===== src/verilog/sba_pkg.sv =====
/*
  shared constants and types of the system bus arbiter with snoop control.
  assumes a single 100 MHz clock for every consumer of this package.
*/
package sba_pkg;
  // ----------------------------------------
  // bus widths and population
  // ----------------------------------------
  localparam int CLK_MHZ      = 100;
  localparam int CPU_BUS_W    = 64;
  localparam int VL_BUS_W     = 32;
  localparam int ISA_BUS_W    = 16;
  localparam int NUM_VL       = 3;
  localparam int NUM_DMA      = 7;
  localparam int NUM_ISA_MST  = 6;
  localparam int ADDR_W       = 22;   // qword address
  localparam int MA_W         = 11;
  localparam int PF_BLOCKS    = 2;
  localparam int PF_BLK_BYTES = 8;
  // ----------------------------------------
  // timing
  // ----------------------------------------
  localparam int DRAM_REF_NS  = 15600;
  localparam int ISA_REF_NS   = 15000;
  localparam int T_RCD_NS     = 20;
  localparam int T_CAS_NS     = 30;
  localparam int T_RP_NS      = 30;
  localparam int DRAM_REF_CYC = DRAM_REF_NS * CLK_MHZ / 1000;
  localparam int ISA_REF_CYC  = ISA_REF_NS * CLK_MHZ / 1000;
  localparam int T_RCD_CYC    = (T_RCD_NS * CLK_MHZ + 999) / 1000;
  localparam int T_CAS_CYC    = (T_CAS_NS * CLK_MHZ + 999) / 1000;
  localparam int T_RP_CYC     = (T_RP_NS * CLK_MHZ + 999) / 1000;
  localparam int REF_W        = 12;
  localparam logic [REF_W-1:0] DRAM_REF_LAST = REF_W'(DRAM_REF_CYC - 1);
  localparam logic [REF_W-1:0] ISA_REF_LAST  = REF_W'(ISA_REF_CYC - 1);
  localparam logic [3:0]       CNT_RCD       = 4'(T_RCD_CYC - 1);
  localparam logic [3:0]       CNT_CAS       = 4'(T_CAS_CYC - 1);
  localparam logic [3:0]       CNT_RP        = 4'(T_RP_CYC - 1);
  localparam logic [3:0]       CNT_REF       = 4'(T_RCD_CYC + T_CAS_CYC - 1);
  localparam logic [1:0]       PF_FULL       = 2'(PF_BLOCKS);
  // ----------------------------------------
  // types
  // ----------------------------------------
  typedef enum logic [1:0] {TGT_MEM, TGT_VL, TGT_ISA} sba_tgt_t;
  typedef enum logic [2:0] {OWN_NONE, OWN_CPU, OWN_VL, OWN_DMA} sba_own_t;
  typedef enum logic [2:0] {ST_IDLE, ST_OWNED, ST_SNOOP, ST_MEMRD, ST_XOVER} sba_st_t;
  typedef enum logic [1:0] {MK_READ, MK_WRITE, MK_REFRESH} sba_mk_t;
  typedef enum logic [1:0] {DST_CPU, DST_VL, DST_ISA} sba_dst_t;
  typedef enum logic [1:0] {DS_IDLE, DS_ROW, DS_COL, DS_PRE} sba_ds_t;
endpackage


===== src/verilog/sba_arbiter.sv =====
/*
  system bus arbiter: ownership, snoop control, memory arbitration, refresh.
  assumes the owner issues one cyc_valid_i strobe and waits for cyc_ack_o;
  write queue, read queues and bus bridges sit outside and follow the strobes.
*/
`timescale 1ns/1ps
`default_nettype none
module sba_arbiter
  import sba_pkg::*;
(
  input  wire logic              clk_i,
  input  wire logic              rst_i,
  input  wire logic              cpu_req_i,
  input  wire logic [NUM_VL-1:0] vl_req_i,
  input  wire logic              dma_hold_request_i,
  input  wire logic              cyc_valid_i,
  input  wire sba_tgt_t          cyc_tgt_i,
  input  wire logic              cyc_wr_i,
  input  wire logic [ADDR_W-1:0] cyc_addr_i,
  input  wire logic              capture_cfg_i,
  input  wire logic              wq_full_i,
  input  wire logic              wq_nempty_i,
  input  wire logic [ADDR_W-1:0] wq_addr_i,
  input  wire logic              snoop_done_i,
  input  wire logic              snoop_dirty_i,
  input  wire logic              xover_done_i,
  output logic                   cpu_gnt_o,
  output logic [NUM_VL-1:0]      vl_gnt_o,
  output logic                   dma_hold_grant_o,
  output logic                   cyc_ack_o,
  output logic                   wq_push_o,
  output logic                   wq_pop_o,
  output logic                   snoop_cyc_o,
  output logic [ADDR_W-1:0]      snoop_addr_o,
  output logic                   snoop_capture_o,
  output logic                   xover_o,
  output logic                   xover_isa_o,
  output logic [2:0]             rq_fill_o,
  output logic                   isa_refresh_o,
  output logic                   ras_n_o,
  output logic                   cas_n_o,
  output logic                   we_n_o,
  output logic [MA_W-1:0]        ma_o
);
  typedef struct packed {
    logic [2:0]        sync;
    logic              hold_f;
    sba_own_t          own;
    logic [1:0]        vl_idx;
    sba_st_t           st;
    sba_tgt_t          tgt;
    logic [ADDR_W-1:0] addr;
    logic              pf_on;
    logic              pf_drop;
    logic [1:0]        pf_cnt;
    logic [ADDR_W-1:0] pf_head;
    logic [ADDR_W-1:0] pf_next;
    logic              rd_pend;
    sba_dst_t          rd_dst;
    logic              mem_busy;
    logic              mem_pf;
    sba_mk_t           mem_kind;
    sba_dst_t          mem_dst;
    logic [REF_W-1:0]  ref_cnt;
    logic              ref_due;
    logic [REF_W-1:0]  isa_cnt;
    logic              isa_ref;
    logic              ack;
    logic              push;
    logic              snoop;
    logic              capture;
    logic              xover;
    logic [2:0]        fill;
  } sba_arb_t;

  sba_arb_t          arb_ff;
  sba_arb_t          nxt_arb;
  logic              own_req;
  logic              mem_start;
  sba_mk_t           mem_kind;
  logic [ADDR_W-1:0] mem_addr;
  logic              seq_busy;
  logic              seq_done;

  // owner still requesting
  always_comb begin
    case (arb_ff.own)
      OWN_CPU: own_req = cpu_req_i;
      OWN_VL:  own_req = vl_req_i[arb_ff.vl_idx];
      OWN_DMA: own_req = arb_ff.hold_f;
      default: own_req = 1'b0;
    endcase
  end

  // ----------------------------------------
  // next state
  // ----------------------------------------
  always_comb begin
    nxt_arb         = arb_ff;
    nxt_arb.ack     = 1'b0;
    nxt_arb.push    = 1'b0;
    nxt_arb.snoop   = 1'b0;
    nxt_arb.capture = 1'b0;
    nxt_arb.isa_ref = 1'b0;
    nxt_arb.fill    = 3'h0;
    mem_start       = 1'b0;
    mem_kind        = MK_READ;
    mem_addr        = arb_ff.addr;
    // hold request from pin: three flops, second and third must agree
    nxt_arb.sync = {arb_ff.sync[1:0], dma_hold_request_i};
    if (arb_ff.sync[1] == arb_ff.sync[2]) begin
      nxt_arb.hold_f = arb_ff.sync[2];
    end
    if (arb_ff.isa_cnt == '0) begin
      nxt_arb.isa_cnt = ISA_REF_LAST;
      nxt_arb.isa_ref = 1'b1;
    end else begin
      nxt_arb.isa_cnt = arb_ff.isa_cnt - 1'b1;
    end
    if (arb_ff.ref_cnt == '0) begin
      nxt_arb.ref_cnt = DRAM_REF_LAST;
      nxt_arb.ref_due = 1'b1;
    end else begin
      nxt_arb.ref_cnt = arb_ff.ref_cnt - 1'b1;
    end
    case (arb_ff.st)
      // fixed priority: dma controller, local masters, processor
      ST_IDLE: begin
        if (arb_ff.hold_f) begin
          nxt_arb.own = OWN_DMA;
          nxt_arb.st  = ST_OWNED;
        end else if (vl_req_i != '0) begin
          nxt_arb.own = OWN_VL;
          nxt_arb.st  = ST_OWNED;
          for (int i = NUM_VL - 1; i >= 0; i--) begin
            if (vl_req_i[i]) begin
              nxt_arb.vl_idx = 2'(i);
            end
          end
        end else if (cpu_req_i) begin
          nxt_arb.own = OWN_CPU;
          nxt_arb.st  = ST_OWNED;
        end
      end
      // grant held until owner drops its request
      ST_OWNED: begin
        if (!own_req) begin
          nxt_arb.own = OWN_NONE;
          nxt_arb.st  = ST_IDLE;
        end else if (cyc_valid_i) begin
          nxt_arb.tgt  = cyc_tgt_i;
          nxt_arb.addr = cyc_addr_i;
          if (cyc_tgt_i != TGT_MEM) begin
            // crossover, also dma onto the local bus
            nxt_arb.xover = 1'b1;
            nxt_arb.st    = ST_XOVER;
          end else if (cyc_wr_i) begin
            // post write, stall while queue full
            if (!wq_full_i) begin
              nxt_arb.push = 1'b1;
              nxt_arb.ack  = 1'b1;
            end
          end else if (arb_ff.own == OWN_CPU) begin
            if (arb_ff.pf_cnt != 2'h0 && cyc_addr_i == arb_ff.pf_head) begin
              nxt_arb.pf_cnt  = arb_ff.pf_cnt - 2'h1;
              nxt_arb.pf_head = arb_ff.pf_head + 1'b1;
              nxt_arb.ack     = 1'b1;
            end else begin
              nxt_arb.pf_on   = 1'b1;
              nxt_arb.pf_cnt  = 2'h0;
              nxt_arb.pf_drop = arb_ff.mem_busy && arb_ff.mem_pf;
              nxt_arb.pf_head = cyc_addr_i + 1'b1;
              nxt_arb.pf_next = cyc_addr_i + 1'b1;
              nxt_arb.rd_pend = 1'b1;
              nxt_arb.rd_dst  = DST_CPU;
              nxt_arb.st      = ST_MEMRD;
            end
          end else begin
            // snoop on the processor bus, processor is not owner
            nxt_arb.snoop = 1'b1;
            nxt_arb.st    = ST_SNOOP;
          end
        end
      end
      ST_SNOOP: begin
        if (snoop_done_i) begin
          if (snoop_dirty_i && capture_cfg_i) begin
            // take the write-back data on the fly
            nxt_arb.capture = 1'b1;
            nxt_arb.ack     = 1'b1;
            nxt_arb.st      = ST_OWNED;
          end else begin
            nxt_arb.rd_pend = 1'b1;
            nxt_arb.rd_dst  = (arb_ff.own == OWN_DMA) ? DST_ISA : DST_VL;
            nxt_arb.st      = ST_MEMRD;
          end
        end
      end
      ST_XOVER: begin
        if (xover_done_i) begin
          nxt_arb.xover = 1'b0;
          nxt_arb.ack   = 1'b1;
          nxt_arb.st    = ST_OWNED;
        end
      end
      default: begin
      end
    endcase
    // memory arbitration: refresh, write drain, demand read, prefetch
    if (!arb_ff.mem_busy && !seq_busy) begin
      if (arb_ff.ref_due) begin
        mem_start       = 1'b1;
        mem_kind        = MK_REFRESH;
        nxt_arb.ref_due = (arb_ff.ref_cnt == '0);
      end else if (wq_nempty_i) begin
        mem_start = 1'b1;
        mem_kind  = MK_WRITE;
        mem_addr  = wq_addr_i;
      end else if (arb_ff.rd_pend) begin
        mem_start       = 1'b1;
        nxt_arb.rd_pend = 1'b0;
        nxt_arb.mem_dst = arb_ff.rd_dst;
      end else if (arb_ff.pf_on && arb_ff.pf_cnt != PF_FULL && nxt_arb.st != ST_MEMRD) begin
        mem_start       = 1'b1;
        mem_addr        = arb_ff.pf_next;
        nxt_arb.pf_next = arb_ff.pf_next + 1'b1;
        nxt_arb.mem_dst = DST_CPU;
      end
      nxt_arb.mem_busy = mem_start;
      nxt_arb.mem_kind = mem_kind;
      nxt_arb.mem_pf   = mem_start && !arb_ff.ref_due && !wq_nempty_i && !arb_ff.rd_pend;
    end
    // read completion fills the queue of the requesting bus
    if (seq_done) begin
      nxt_arb.mem_busy = 1'b0;
      // a miss in this very cycle also makes the finishing prefetch stale
      if (arb_ff.mem_kind == MK_READ && !(arb_ff.mem_pf && nxt_arb.pf_drop)) begin
        nxt_arb.fill[arb_ff.mem_dst] = 1'b1;
        if (arb_ff.mem_pf) begin
          nxt_arb.pf_cnt = nxt_arb.pf_cnt + 2'h1;
        end else begin
          nxt_arb.ack = 1'b1;
          nxt_arb.st  = ST_OWNED;
        end
      end
      if (arb_ff.mem_pf) begin
        nxt_arb.pf_drop = 1'b0;
      end
    end
  end

  // state register
  always_ff @(posedge clk_i or posedge rst_i) begin
    if (rst_i) begin
      arb_ff <= '0;
    end else begin
      arb_ff <= nxt_arb;
    end
  end

  // dram strobe sequencer
  sba_dram_seq u_dram (
    .clk_i   (clk_i),
    .rst_i   (rst_i),
    .start_i (mem_start),
    .kind_i  (mem_kind),
    .addr_i  (mem_addr),
    .busy_o  (seq_busy),
    .done_o  (seq_done),
    .ras_n_o (ras_n_o),
    .cas_n_o (cas_n_o),
    .we_n_o  (we_n_o),
    .ma_o    (ma_o)
  );

  // grants decoded from the single owner register
  for (genvar g = 0; g < NUM_VL; g++) begin : g_vl_gnt
    assign vl_gnt_o[g] = (arb_ff.own == OWN_VL) && (arb_ff.vl_idx == 2'(g));
  end
  assign cpu_gnt_o        = (arb_ff.own == OWN_CPU);
  // hold grant while dma owns the buses
  assign dma_hold_grant_o = (arb_ff.own == OWN_DMA);
  assign cyc_ack_o        = arb_ff.ack;
  assign wq_push_o        = arb_ff.push;
  assign wq_pop_o         = seq_done && (arb_ff.mem_kind == MK_WRITE);
  assign snoop_cyc_o      = arb_ff.snoop;
  assign snoop_addr_o     = arb_ff.addr;
  assign snoop_capture_o  = arb_ff.capture;
  assign xover_o          = arb_ff.xover;
  assign xover_isa_o      = (arb_ff.tgt == TGT_ISA);
  assign rq_fill_o        = arb_ff.fill;
  assign isa_refresh_o    = arb_ff.isa_ref;

  logic owned_cyc;
  assign owned_cyc = (arb_ff.st == ST_OWNED) && own_req && cyc_valid_i;
endmodule // sba_arbiter
`default_nettype wire


===== src/verilog/sba_dram_seq.sv =====
/*
  dram strobe sequencer: one read, write or ras-only refresh per start.
  assumes start_i only while busy_o is low; address is row over column.
*/
`timescale 1ns/1ps
`default_nettype none
module sba_dram_seq
  import sba_pkg::*;
(
  input  wire logic              clk_i,
  input  wire logic              rst_i,
  input  wire logic              start_i,
  input  wire sba_mk_t           kind_i,
  input  wire logic [ADDR_W-1:0] addr_i,
  output logic                   busy_o,
  output logic                   done_o,
  output logic                   ras_n_o,
  output logic                   cas_n_o,
  output logic                   we_n_o,
  output logic [MA_W-1:0]        ma_o
);
  typedef struct packed {
    sba_ds_t           st;
    logic [3:0]        cnt;
    sba_mk_t           kind;
    logic [ADDR_W-1:0] addr;
    logic [MA_W-1:0]   ref_row;
    logic              done;
    logic              ras_n;
    logic              cas_n;
    logic              we_n;
    logic [MA_W-1:0]   ma;
  } sba_seq_t;

  localparam sba_seq_t SEQ_RST = '{st: DS_IDLE, cnt: 4'h0, kind: MK_READ, addr: '0, ref_row: '0,
                                   done: 1'b0, ras_n: 1'b1, cas_n: 1'b1, we_n: 1'b1, ma: '0};
  sba_seq_t seq_ff;
  sba_seq_t nxt_seq;

  // ----------------------------------------
  // row, column, precharge sequence
  // ----------------------------------------
  always_comb begin
    nxt_seq      = seq_ff;
    nxt_seq.done = 1'b0;
    case (seq_ff.st)
      DS_IDLE: begin
        if (start_i) begin
          nxt_seq.st    = DS_ROW;
          nxt_seq.kind  = kind_i;
          nxt_seq.addr  = addr_i;
          nxt_seq.ras_n = 1'b0;
          nxt_seq.ma    = (kind_i == MK_REFRESH) ? seq_ff.ref_row : addr_i[ADDR_W-1 -: MA_W];
          nxt_seq.cnt   = (kind_i == MK_REFRESH) ? CNT_REF : CNT_RCD;
        end
      end
      DS_ROW: begin
        if (seq_ff.cnt != 4'h0) begin
          nxt_seq.cnt = seq_ff.cnt - 4'h1;
        end else if (seq_ff.kind == MK_REFRESH) begin
          nxt_seq.st      = DS_PRE;
          nxt_seq.ras_n   = 1'b1;
          nxt_seq.cnt     = CNT_RP;
          nxt_seq.ref_row = seq_ff.ref_row + 1'b1;
        end else begin
          nxt_seq.st    = DS_COL;
          nxt_seq.ma    = seq_ff.addr[MA_W-1:0];
          nxt_seq.cas_n = 1'b0;
          nxt_seq.we_n  = (seq_ff.kind != MK_WRITE);
          nxt_seq.cnt   = CNT_CAS;
        end
      end
      DS_COL: begin
        if (seq_ff.cnt != 4'h0) begin
          nxt_seq.cnt = seq_ff.cnt - 4'h1;
        end else begin
          nxt_seq.st    = DS_PRE;
          nxt_seq.ras_n = 1'b1;
          nxt_seq.cas_n = 1'b1;
          nxt_seq.we_n  = 1'b1;
          nxt_seq.cnt   = CNT_RP;
        end
      end
      default: begin
        if (seq_ff.cnt != 4'h0) begin
          nxt_seq.cnt = seq_ff.cnt - 4'h1;
        end else begin
          nxt_seq.st   = DS_IDLE;
          nxt_seq.done = 1'b1;
        end
      end
    endcase
  end

  // state register
  always_ff @(posedge clk_i or posedge rst_i) begin
    if (rst_i) begin
      seq_ff <= SEQ_RST;
    end else begin
      seq_ff <= nxt_seq;
    end
  end

  assign busy_o  = (seq_ff.st != DS_IDLE);
  assign done_o  = seq_ff.done;
  assign ras_n_o = seq_ff.ras_n;
  assign cas_n_o = seq_ff.cas_n;
  assign we_n_o  = seq_ff.we_n;
  assign ma_o    = seq_ff.ma;
endmodule // sba_dram_seq
`default_nettype wire


===== config.mk =====
export PLATFORM = sky130hd
export DESIGN_NAME = sba_arbiter
export DESIGN_NICKNAME = d
export VERILOG_FILES = /design/src/verilog/sba_pkg.sv /design/src/verilog/sba_arbiter.sv /design/src/verilog/sba_dram_seq.sv
export SDC_FILE = /design/constraint.sdc
export NUM_CORES = 1
export LEC_CHECK = 0
export BUFFER_PORTS_ARGS = -buffer_cell sky130_fd_sc_hd__buf_2
export CAP_MARGIN = 20
export CORE_ASPECT_RATIO = 0.5
export CORE_MARGIN = 2
export CORE_UTILIZATION = 59
export DETAILED_ROUTE_END_ITERATION = 16
export HOLD_SLACK_MARGIN = 0.15
export PLACE_DENSITY = 0.8
export SYNTH_ARGS = -nofsm -noshare
export SYNTH_HDL_FRONTEND = slang
export SYNTH_SLANG_ARGS = --single-unit

===== constraint.sdc =====
create_clock -name clk_i -period 7.7 [get_ports clk_i]
set_clock_uncertainty 0.2 [all_clocks]
set_input_delay 1.54 -clock clk_i [delete_from_list [all_inputs] [get_ports clk_i]]
set_output_delay 1.54 -clock clk_i [all_outputs]
set_load 0.005 [all_outputs]

# Word-level counts from Yosys, hierarchy flattened
# Index checks and enable logic that the tools add are counted.
[word_totals]
register_bits = 183
output_inout_bits = 52
elab_cells = 277
[classes]
addsub = 9
order_cmp = 3
n_eq_ne = 37
n_mux = 125
bitwise_logic = 7
n_reduce_logical = 58
[op_table]
columns = ["op", "n"]
rows = [
  ["22-bit 2-to-1 mux", 7],
  ["51-bit 2-to-1 mux", 3],
  ["3-bit 2-to-1 mux", 27],
  ["78-bit 2-to-1 mux", 1],
  ["23-bit 2-to-1 mux", 3],
  ["22-bit by 1-bit adder with 22-bit output, second input constant", 3],
  ["50-bit 2-to-1 mux", 1],
  ["47-bit 2-to-1 mux", 1],
  ["2-bit 2-to-1 mux", 19],
  ["1-bit 2-to-1 mux", 37],
  ["2-bit != test, second input constant", 17],
  ["30-bit 2-to-1 mux", 1],
  ["25-bit 2-to-1 mux", 1],
  ["12-bit logical NOT", 2],
  ["12-bit 2-to-1 mux", 2],
  ["24-bit 2-to-1 mux", 1],
  ["12-bit by 1-bit subtractor with 12-bit output, second input constant", 2],
  ["22-bit == test", 1],
  ["11-bit 2-to-1 mux", 2],
  ["11-bit one-hot mux with 2 select lines", 1],
  ["2-bit nonzero test", 10],
  ["6-bit one-hot mux with 3 select lines", 1],
  ["1-bit logical AND", 16],
  ["4-bit AND reduction", 4],
  ["other kinds (40)", 76],
]

# Longest topological paths before layout
# Gate-level depths: netlist (run 1).
[depth]
depth_word = 21
mapped_depth = 11
ltp_nobuf = 10

# Hierarchy
# From an unflattened synthesis (run 1), not the netlist that was laid out.
[hier_totals]
cells_unflattened = 1051
hier_area_um2 = 10204.8
[modules_own_cells]
columns = ["module", "instances", "cells_per_inst", "area_per_inst_um2", "seq_area_each_um2"]
rows = [
  ["sba_arbiter", 1, 846, 7783.7, 3153.0],
  ["sba_dram_seq", 1, 205, 2421.1, 1129.8],
]

# Worst setup path before layout (run 1)
# Ideal clock, no wire load.
[synth_path]
path_type = "in2reg"
startpoint = "input cpu_req_i"
endpoint = "register u_dram.seq_ff, in the netlist u_dram.ma_o[9]"
setup_ns = 0.132
arrival_time_ns = 3.821
required_time_ns = 7.368
setup_slack_ns = 3.547
stages = 9
n_path_buf = 1
cell_sequence = "mux2_1 > a222oi_1 > o21ai_1 > nor2_1 > a211o_1 > buf_4 > mux2_2 > mux2i_1 > o21ai_1"
[synth_via]
elab_chain_cells = 14
[synth_rtl]
columns = ["element", "line_no", "text"]
rows = [
  ["start: declaration", "sba_arbiter.sv:13", "input wire logic cpu_req_i,"],
  ["3-bit 2-to-1 mux", "sba_arbiter.sv:140", "end else if (cpu_req_i) begin"],
  ["3-bit 2-to-1 mux", "sba_arbiter.sv:132", "end else if (vl_req_i != '0) begin"],
  ["3-bit 2-to-1 mux", "sba_arbiter.sv:129", "if (arb_ff.hold_f) begin"],
  ["3-bit one-hot mux with 4 select lines (*)", "sba_arbiter.sv:126", "case (arb_ff.st)"],
  ["3-bit by 2-bit != test with 1-bit output (*)", "sba_arbiter.sv:223", "end else if (arb_ff.pf_on && arb_ff.pf_cnt != PF_FULL && nxt_arb.st != ST_MEMRD) begin"],
  ["1-bit logical AND (*)", "sba_arbiter.sv:223", ""],
  ["1-bit 2-to-1 mux or 22-bit 2-to-1 mux (tied branches)", "sba_arbiter.sv:223", ""],
  ["1-bit 2-to-1 mux or 22-bit 2-to-1 mux (tied branches)", "sba_arbiter.sv:219", "end else if (arb_ff.rd_pend) begin"],
  ["1-bit 2-to-1 mux or 22-bit 2-to-1 mux (tied branches)", "sba_arbiter.sv:215", "end else if (wq_nempty_i) begin"],
  ["1-bit 2-to-1 mux or 22-bit 2-to-1 mux (tied branches)", "sba_arbiter.sv:211", "if (arb_ff.ref_due) begin"],
  ["1-bit 2-to-1 mux or 22-bit 2-to-1 mux (tied branches)", "sba_arbiter.sv:210", "if (!arb_ff.mem_busy && !seq_busy) begin"],
  ["1-bit 2-to-1 mux or 11-bit 2-to-1 mux (tied branches)", "sba_arbiter.sv:210, sba_dram_seq.sv:53", ""],
  ["2-bit != test (no line) or 11-bit 2-to-1 mux (tied branches)", "-", ""],
  ["4-bit AND reduction (no line) or 11-bit one-hot mux with 2 select lines (tied branches)", "-", ""],
  ["end signal: assignment", "sba_dram_seq.sv:100", "seq_ff <= nxt_seq;"],
  ["end: declaration", "sba_dram_seq.sv:37", "sba_seq_t seq_ff;"],
]
# Every way passes the cells marked *; elsewhere a longest branch is shown, timed or not. The select of a mux whose other input is x is not followed.
# A chain may end at the register's enable or synchronous reset.

# Final worst setup path (run 1)
[layout_path]
startpoint = "input cpu_req_i"
endpoint = "register u_dram.seq_ff, in the netlist u_dram.ma_o[5]"
# Same word-level chain as after synthesis.

==> results of run 1 <==
[final cells by class]
cell class	instances	area (um2)
multi-input cells	766	5080
fillers	1318	5420
flip-flops and latches	171	4280
clock inverters	13	144
repair buffers	121	648
well taps	227	284
inverters	35	136
clock buffers	18	439
[sequential cells by signal (all words and copies together) (netlist names), 3 cells and up]
| name | cells |
|---|---|
| u_dram.seq_ff | 30 |
| rq_fill_o | 3 |
| arb_ff | 95 |
| u_dram.ma_o | 11 |
| snoop_addr_o | 22 |
[path summary, 6_finish.rpt]
check / depth (start not counted) / to / slack (ns) / start
worst min-delay path: 0 / arb_ff[125]$_DFF_PP0_ / 0.17 / arb_ff[124]$_DFF_PP0_
worst max register to register: 9 / arb_ff[64]$_DFF_PP0_ / 3.59 / u_dram.seq_ff[55]$_DFFE_PP0P_
worst max-delay path: 9 / u_dram.ma_o[5]$_DFFE_PP0P_ / 2.93 / cpu_req_i
min in group asynchronous: 2 / arb_ff[20]$_DFF_PP0_ / 0.83 / rst_i
max in group asynchronous: 4 / u_dram.ma_o[6]$_DFFE_PP0P_ / 4.97 / rst_i
worst min register to register: 0 / arb_ff[125]$_DFF_PP0_ / 0.17 / arb_ff[124]$_DFF_PP0_
[routing by layer]
layer / routed length, um / up-vias / global-route usage
li1: - / 3903 / -
met1: 12300 / 4135 / 0.433
met2: 11700 / 382 / 0.467
met3: 2020 / 39 / 0.0645
met4: 295 / 0 / 0.0741
met5: 0 / - / 0
[cells in the mapped netlist, types with 8 or more instances]
| library cell | n |
|---|---|
| nor2b_1 | 8 |
| dfrtp_1 | 168 |
| a221o_1 | 10 |
| a221oi_1 | 11 |
| a311oi_1 | 9 |
| inv_1 | 35 |
| xor2_1 | 48 |
| ha_1 | 15 |
| a32oi_1 | 12 |
| nand3b_1 | 8 |
| a21oi_1 | 62 |
| nand3_1 | 33 |
| buf_1 | 9 |
| o22ai_1 | 11 |
| nor4_1 | 13 |
| xnor2_1 | 22 |
| nor3_1 | 16 |
| o21ai_1 | 15 |
| nand2_1 | 116 |
| and3_1 | 16 |
| nand2b_1 | 9 |
| nand4_1 | 9 |
| buf_4 | 38 |
| mux2_1 | 17 |
| a31oi_1 | 8 |
| o21ai_0 | 47 |
| mux2i_1 | 25 |
| a211oi_1 | 14 |
| clkbuf_1 | 31 |
| mux2_2 | 32 |
| nor2_1 | 78 |
| and2_1 | 11 |
[per-stage QoR]
step,total power [mW],setup WS (ns)
2_1_floorplan,2.47,1.33
3_3_place_gp,2.76,2.70
3_5_place_dp,2.81,2.54
4_1_cts,3.69,2.97
5_1_grt,3.94,2.72
6_report,3.72,2.93
[power by group through the flow]
stage	clock, mW	sequential [mW]	combinational [mW]
3_5_place_dp	0	1.53	1.29
2_1_floorplan	0	1.39	1.08
4_1_cts	0.878	1.51	1.30
5_1_grt	0.916	1.56	1.46
3_3_place_gp	0	1.51	1.24
6_report	0.871	1.53	1.32
[cell families after synthesis]
family / count (synthesis) / synth area share
flip-flops: 171 / 0.430
buffers and inverters: 119 / 0.0612
AND/OR/NAND/NOR: 351 / 0.172
AO/OA/AOI/OAI: 255 / 0.176
adder cells (fa/ha/maj): 16 / 0.0198
XOR/XNOR: 70 / 0.0615
multiplexers: 74 / 0.0805
[critical path: stages]
cell and delay, ns:
buf_2 0.13, mux2_1 0.29, a222oi_1 0.82, o21ai_1 0.28, nor2_1 0.34, a211o_1 0.74, mux2_1 0.42, mux2i_1 0.19
o21ai_0 0.11
==> flow_metrics.py, run 1 <==
metrics = {
    "run_status": {
        "status": "finished, final reports clean",
    },
    "critical_path": {
        "cp.arrival_ns": 4.88,
        "start_kind": "input port",
        "cp-end-kind": "register",
        "required_ns": 7.80,
        "crit_fanout": 23,
        "path_class": "in2reg",
    },
    "floorplanning": {
        "pin_count": 113,
        "initial_core_util": 0.606,
        "rows": 33,
        "die_area_um2": 18000,
        "die_h_um": 95.9,
        "design.core.area_um2": 16400,
        "chipWidth_um": 188,
    },
    "layout": {
        "n_antenna_cell": 0,
        "final_util": 0.670,
        "fin_area_um2": 11000,
        "layout_commonest_cell": "dfrtp_1",
        "area_delta_synth_final_pct": 10.5,
        "fin_cells": 1351,
        "num-nets-final": 1188,
        "mostFrequentLayoutCells": "168 x dfrtp_1, 116 x nand2_1, 112 x buf_2",
        "final_layout_size_suffix_gt1_frac": 0.181,
    },
    "timing": {
        "whs_ns": 0.174,
        "worst_slew_pin_slew_ns": 0.902,
        "fin_crit_sh": 0.620,
        "rsz0062_at_grt": "no",
        "setup_viol": 0,
        "slew-limit-headroom": 0.399,
        "drv_slew": 0,
        "finalHoldViolCount": 0,
        "fin_setup_tns_ns": 0,
        "fin_crit_ns": 4.77,
        "fmax_ghz": 0.209,
    },
    "global_routing": {
        "grt_overflow": 0,
        "grt_max_degree": 116,
        "grt_pass1_vias": 7970,
        "grt_first_pass_wirelength_um": 42200,
        "antenna_found_initial": 0,
        "grtUsageTotal": 0.300,
    },
    "power": {
        "intPower_mw": 2.28,
        "swShare": 0.387,
        "p_switching_mw": 1.44,
        "leakage_nw": 4.96,
        "power_frac_seq": 0.412,
        "power_frac_comb": 0.354,
        "power_density_nw_per_um2": 338,
        "clock_power_share": 0.234,
        "vdd_drop_max_mv": 0.195,
    },
    "logic_synthesis": {
        "synthesis.nets": 1132,
        "synth_seq_cells": 171,
        "synthTopCellsByArea": "dfrtp_1 42%, nand2_1 4.4%, xor2_1 4.2%",
        "synth_top_area_share": 0.422,
        "ys_warn_count": 0,
        "synth_cell_type_count": 74,
        "syn_inst": 1056,
        "synth-seq-area-share": 0.430,
        "ys.flop_type": "dfrtp_1",
        "synthesis.area_um2": 9960,
        "synth_largest_area_cell": "dfrtp_1",
        "async_reset_ff_frac": 1.00,
        "avgSynthCellArea_um2": 9.43,
        "synth_edf_count": 0,
    },
    "routing": {
        "first_pass_iters": 7,
        "vias_per_cell": 6.26,
        "route.detailed.drc": 0,
        "drt_iter0_drc": 774,
        "wl_um": 26300,
        "wl_per_cell_um": 19.5,
        "drtAntennaViolNets": 0,
        "vias": 8459,
    },
    "clocking": {
        "clockBufferDepth": 2,
        "clock_sinks": 171,
        "clk_latency_ns": 0.44,
        "cts_resized": 0,
        "post_cts_buffers": 0,
        "cts-buffers-inserted": 17,
        "cts_tree": "built",
        "cts_root_buf": "clkbuf_16",
        "htreeDepth": 4,
        "cts_hold_buf": 0,
        "clkTransAtPathRegs_ns": 0.07,
    },
    "min_path": {
        "hold_class": "reg2reg",
    },
    "place": {
        "place.gp.congestion": 0.912,
        "port_buffers": 112,
        "place_inst": 1319,
        "hpwl_um": 19100,
        "placed_cell_area_um2": 10400,
    },
    "flow_run": {
        "cap_violations": 0,
    },
}
No activity file was read; power rests on OpenSTA's default activity.
==> run 2: changes to the inputs <==
--- a/config.mk
+++ b/config.mk
@@ -5,14 +5,15 @@
 export SDC_FILE = /design/constraint.sdc
 export NUM_CORES = 1
 export LEC_CHECK = 0
+export ABC_AREA = 1
 export BUFFER_PORTS_ARGS = -buffer_cell sky130_fd_sc_hd__buf_2
 export CAP_MARGIN = 20
 export CORE_ASPECT_RATIO = 0.5
 export CORE_MARGIN = 2
-export CORE_UTILIZATION = 59
+export CORE_UTILIZATION = 60
 export DETAILED_ROUTE_END_ITERATION = 16
 export HOLD_SLACK_MARGIN = 0.15
-export PLACE_DENSITY = 0.8
+export PLACE_DENSITY = 0.81
 export SYNTH_ARGS = -nofsm -noshare
 export SYNTH_HDL_FRONTEND = slang
 export SYNTH_SLANG_ARGS = --single-unit
==> constraint.sdc (replaced) <==
create_clock -name clk_i -period 4.4 [get_ports clk_i]
set_clock_uncertainty 0.2 [all_clocks]
set_input_delay 0.88 -clock clk_i [delete_from_list [all_inputs] [get_ports clk_i]]
set_output_delay 0.88 -clock clk_i [all_outputs]
set_load 0.005 [all_outputs]
==> run 2 against run 1 <==
  * Non-clock buffer count up 5
  * Design area rose by 2.9%
  * Global-route usage is 2.3 points higher
  * Routed wire length rose by 8.5%
  * Critical path depth up 12
  * Worst hold slack worse by 0.0041 ns
  * Die area grew 0.73%
  * Clock-buffer cell count decreased by 1
  * Power rose by 37%
  * Combinational power grew 9%
==> flow_metrics.py, run 2 <==
metrics = {
    "run_status": {
        "status": "finished, final reports clean",
    },
    "timing": {
        "drv_slew": 0,
        "finalHoldViolCount": 0,
        "fin_crit_ns": 3.67,
        "fin_crit_sh": 0.833,
        "rsz0062_at_grt": "no",
        "setup_viol": 0,
        "slew-limit-headroom": 0.389,
        "fin_setup_tns_ns": 0,
        "worst_slew_pin_slew_ns": 0.913,
        "fmax_ghz": 0.273,
        "whs_ns": 0.169,
    },
    "clocking": {
        "post_cts_buffers": 0,
        "clock_sinks": 171,
        "clockBufferDepth": 2,
        "cts-buffers-inserted": 17,
        "cts_root_buf": "clkbuf_16",
        "clkTransAtPathRegs_ns": 0.08,
        "cts_hold_buf": 0,
        "cts_resized": 0,
        "clk_latency_ns": 0.43,
        "cts_tree": "built",
        "htreeDepth": 4,
    },
    "routing": {
        "route.detailed.drc": 0,
        "drt_iter0_drc": 1108,
        "first_pass_iters": 6,
        "vias_per_cell": 5.71,
        "wl_um": 28600,
        "drtAntennaViolNets": 0,
        "vias": 9689,
        "wl_per_cell_um": 16.8,
    },
    "floorplanning": {
        "initial_core_util": 0.618,
        "die_h_um": 96.2,
        "chipWidth_um": 188,
        "rows": 33,
        "die_area_um2": 18100,
        "pin_count": 113,
        "design.core.area_um2": 16500,
    },
    "critical_path": {
        "cp.arrival_ns": 3.84,
        "path_class": "reg2reg",
        "cp_slowest_cell": "dfrtp_1",
        "crit_top_cell": "nand2_1",
        "crit_chain": "inv_1, ha_1, inv_1, nand2_1, nor2_1, nand2_1, nor2_1, nand3_1, inv_2, nand2_1, nand3b_1, nand3_1, nand4_2, nand2_2, nand4_2, nand2_2, nand2_2, nand2_2, nor2_1, nand2_1, nand2_1",
        "ff2ff_setup_slack_ns": 0.73,
        "crit_fanout": 22,
        "rr_startpoint": "arb_ff[87]$_DFF_PP0_",
        "required_ns": 4.57,
        "start_kind": "register",
        "cp-end-kind": "register",
        "slowest_delay_ns": 0.33,
        "r2r_end": "u_dram.ma_o[1]$_DFFE_PP0P_",
        "reg2reg_depth": 21,
    },
    "layout": {
        "regMostFlops": "arb_ff",
        "num-nets-final": 1531,
        "largest_reg_flops": 95,
        "final_layout_size_suffix_gt1_frac": 0.141,
        "fillers": 1406,
        "mostFrequentLayoutCells": "353 x nand2_1, 178 x inv_1, 168 x dfrtp_1",
        "layout_commonest_cell": "nand2_1",
        "area_delta_synth_final_pct": 11.0,
    },
    "power": {
        "vdd_drop_max_mv": 0.312,
        "leakage_nw": 5.85,
        "power_density_nw_per_um2": 448,
    },
    "logic_synthesis": {
        "synth_cell_type_count": 49,
        "syn_inst": 1384,
        "ys.flop_type": "dfrtp_1",
        "synth_top_area_share": 0.412,
        "ys_warn_count": 0,
        "async_reset_ff_frac": 1.00,
        "synthesis.area_um2": 10200,
        "synthTopCellsByCount": "353 x nand2_1, 179 x inv_1, 168 x dfrtp_1",
        "synth_largest_area_cell": "dfrtp_1",
        "synth_edf_count": 0,
        "synthTopCellsByArea": "dfrtp_1 41%, nand2_1 13%, inv_1 6.6%",
        "synth-seq-area-share": 0.420,
        "avgSynthCellArea_um2": 7.38,
        "synthesis.nets": 1460,
        "synth_most_common_cell": "nand2_1",
        "synth_seq_cells": 171,
    },
    "global_routing": {
        "grt_pass1_vias": 8674,
        "grt_first_pass_wirelength_um": 45200,
        "antenna_found_initial": 1,
        "busiest_layer": "met1",
        "grt_max_degree": 52,
        "use_met1": 0.490,
        "use_met3": 0.0572,
        "grt_overflow": 0,
        "grtUsageTotal": 0.323,
        "gr-usage-met2": 0.476,
    },
    "place": {
        "place.gp.congestion": 1.00,
        "port_buffers": 112,
        "hpwl_um": 21300,
    },
    "min_path": {
        "hold_end": "arb_ff[125]$_DFF_PP0_",
        "whs_path_depth": 0,
        "min_from": "arb_ff[124]$_DFF_PP0_",
        "hold_class": "reg2reg",
    },
    "flow_run": {
        "cap_violations": 0,
    },
}
run 2: cell count changes after synthesis, moves of 16 or more:
cell | previous run | this run
a21oi_1 | 62 | 23
and3_1 | 16 | 0
inv_1 | 35 | 179
inv_2 | 0 | 18
mux2_1 | 17 | 0
mux2_2 | 32 | 1
mux2i_1 | 25 | 0
nand2_1 | 116 | 353
nand3_1 | 33 | 68
nor2_1 | 78 | 146
nor3_1 | 16 | 34
o21ai_0 | 47 | 102
run 2: cells by family after synthesis:
logic type / count (synthesis) / synth area share
AO/OA/AOI/OAI: 209 / 0.121
XOR/XNOR: 58 / 0.0498
adder cells (fa/ha/maj): 16 / 0.0194
buffers and inverters: 271 / 0.115
flip-flops: 171 / 0.420
multiplexers: 1 / 0.00110
AND/OR/NAND/NOR: 658 / 0.274
run 2: final cells by class:
class,count,area (um2),area share
Multi-Input combinational cell,942,4750,0.419
Sequential cell,171,4280,0.378
Inverter,197,743,0.0656
Timing Repair Buffer,126,691,0.0610
Clock buffer,17,425,0.0375
Tap cell,227,284,0.0251
Clock inverter,15,153,0.0135
Antenna cell,1,2.50,0.000221
run 2: worst max path at each step:
| stage | start | endpoint | slack [ns] | depth (start not counted) |
|---|---|---|---|---|
| 2_1_floorplan | rst_i | arb_ff[10]$_DFF_PP0_ | 1.14 | 1 |
| 3_5_place_dp | cyc_addr_i[15] | u_dram.ma_o[1]$_DFFE_PP0P_ | 0.41 | 21 |
| 6_report | arb_ff[87]$_DFF_PP0_ | u_dram.ma_o[1]$_DFFE_PP0P_ | 0.73 | 21 |
| 5_1_grt | arb_ff[87]$_DFF_PP0_ | u_dram.ma_o[7]$_DFFE_PP0P_ | 0.45 | 21 |
| 3_3_place_gp | cyc_addr_i[15] | u_dram.ma_o[1]$_DFFE_PP0P_ | 0.52 | 21 |
| 4_1_cts | arb_ff[87]$_DFF_PP0_ | u_dram.ma_o[1]$_DFFE_PP0P_ | 0.83 | 21 |
run 2: power breakdown:
| group | total, mW | internal [mW] | switching, mW |
|---|---|---|---|
| sequential | 2.12 | 1.81 | 0.307 |
| clock | 1.53 | 0.805 | 0.722 |
| combinational | 1.44 | 0.514 | 0.921 |
run 2: worst max-delay path: cells and delay by family, from the launching register on:
kind          cells  cell delay (ns)
simple gates     17             2.38
buf+inv           3             0.48
flops             1             0.33
fa+ha+maj         1             0.21
run 2: layer usage:
metal,share of wire,vias to the layer above
met4,0.020,0
met1,0.46,4534
met2,0.41,518
met3,0.11,59
met5,0,-
li1,-,4578
run 2: metrics by stage:
| step | std cells | total power, mW | worst slack (ns) | area (um2) | utilization |
|---|---|---|---|---|---|
| 2_1_floorplan | 1384 | 3.11 | 1.14 | 10200 | - |
| 3_3_place_gp | 1662 | 3.49 | 0.515 | 10700 | 0.650 |
| 3_5_place_dp | 1662 | 3.52 | 0.411 | 10700 | 0.650 |
| 4_1_cts | 1694 | 5.04 | 0.827 | 11300 | 0.685 |
| 5_1_grt | 1695 | 5.34 | 0.450 | 11300 | 0.686 |
| 6_report | 1696 | 5.08 | 0.735 | 11300 | 0.686 |
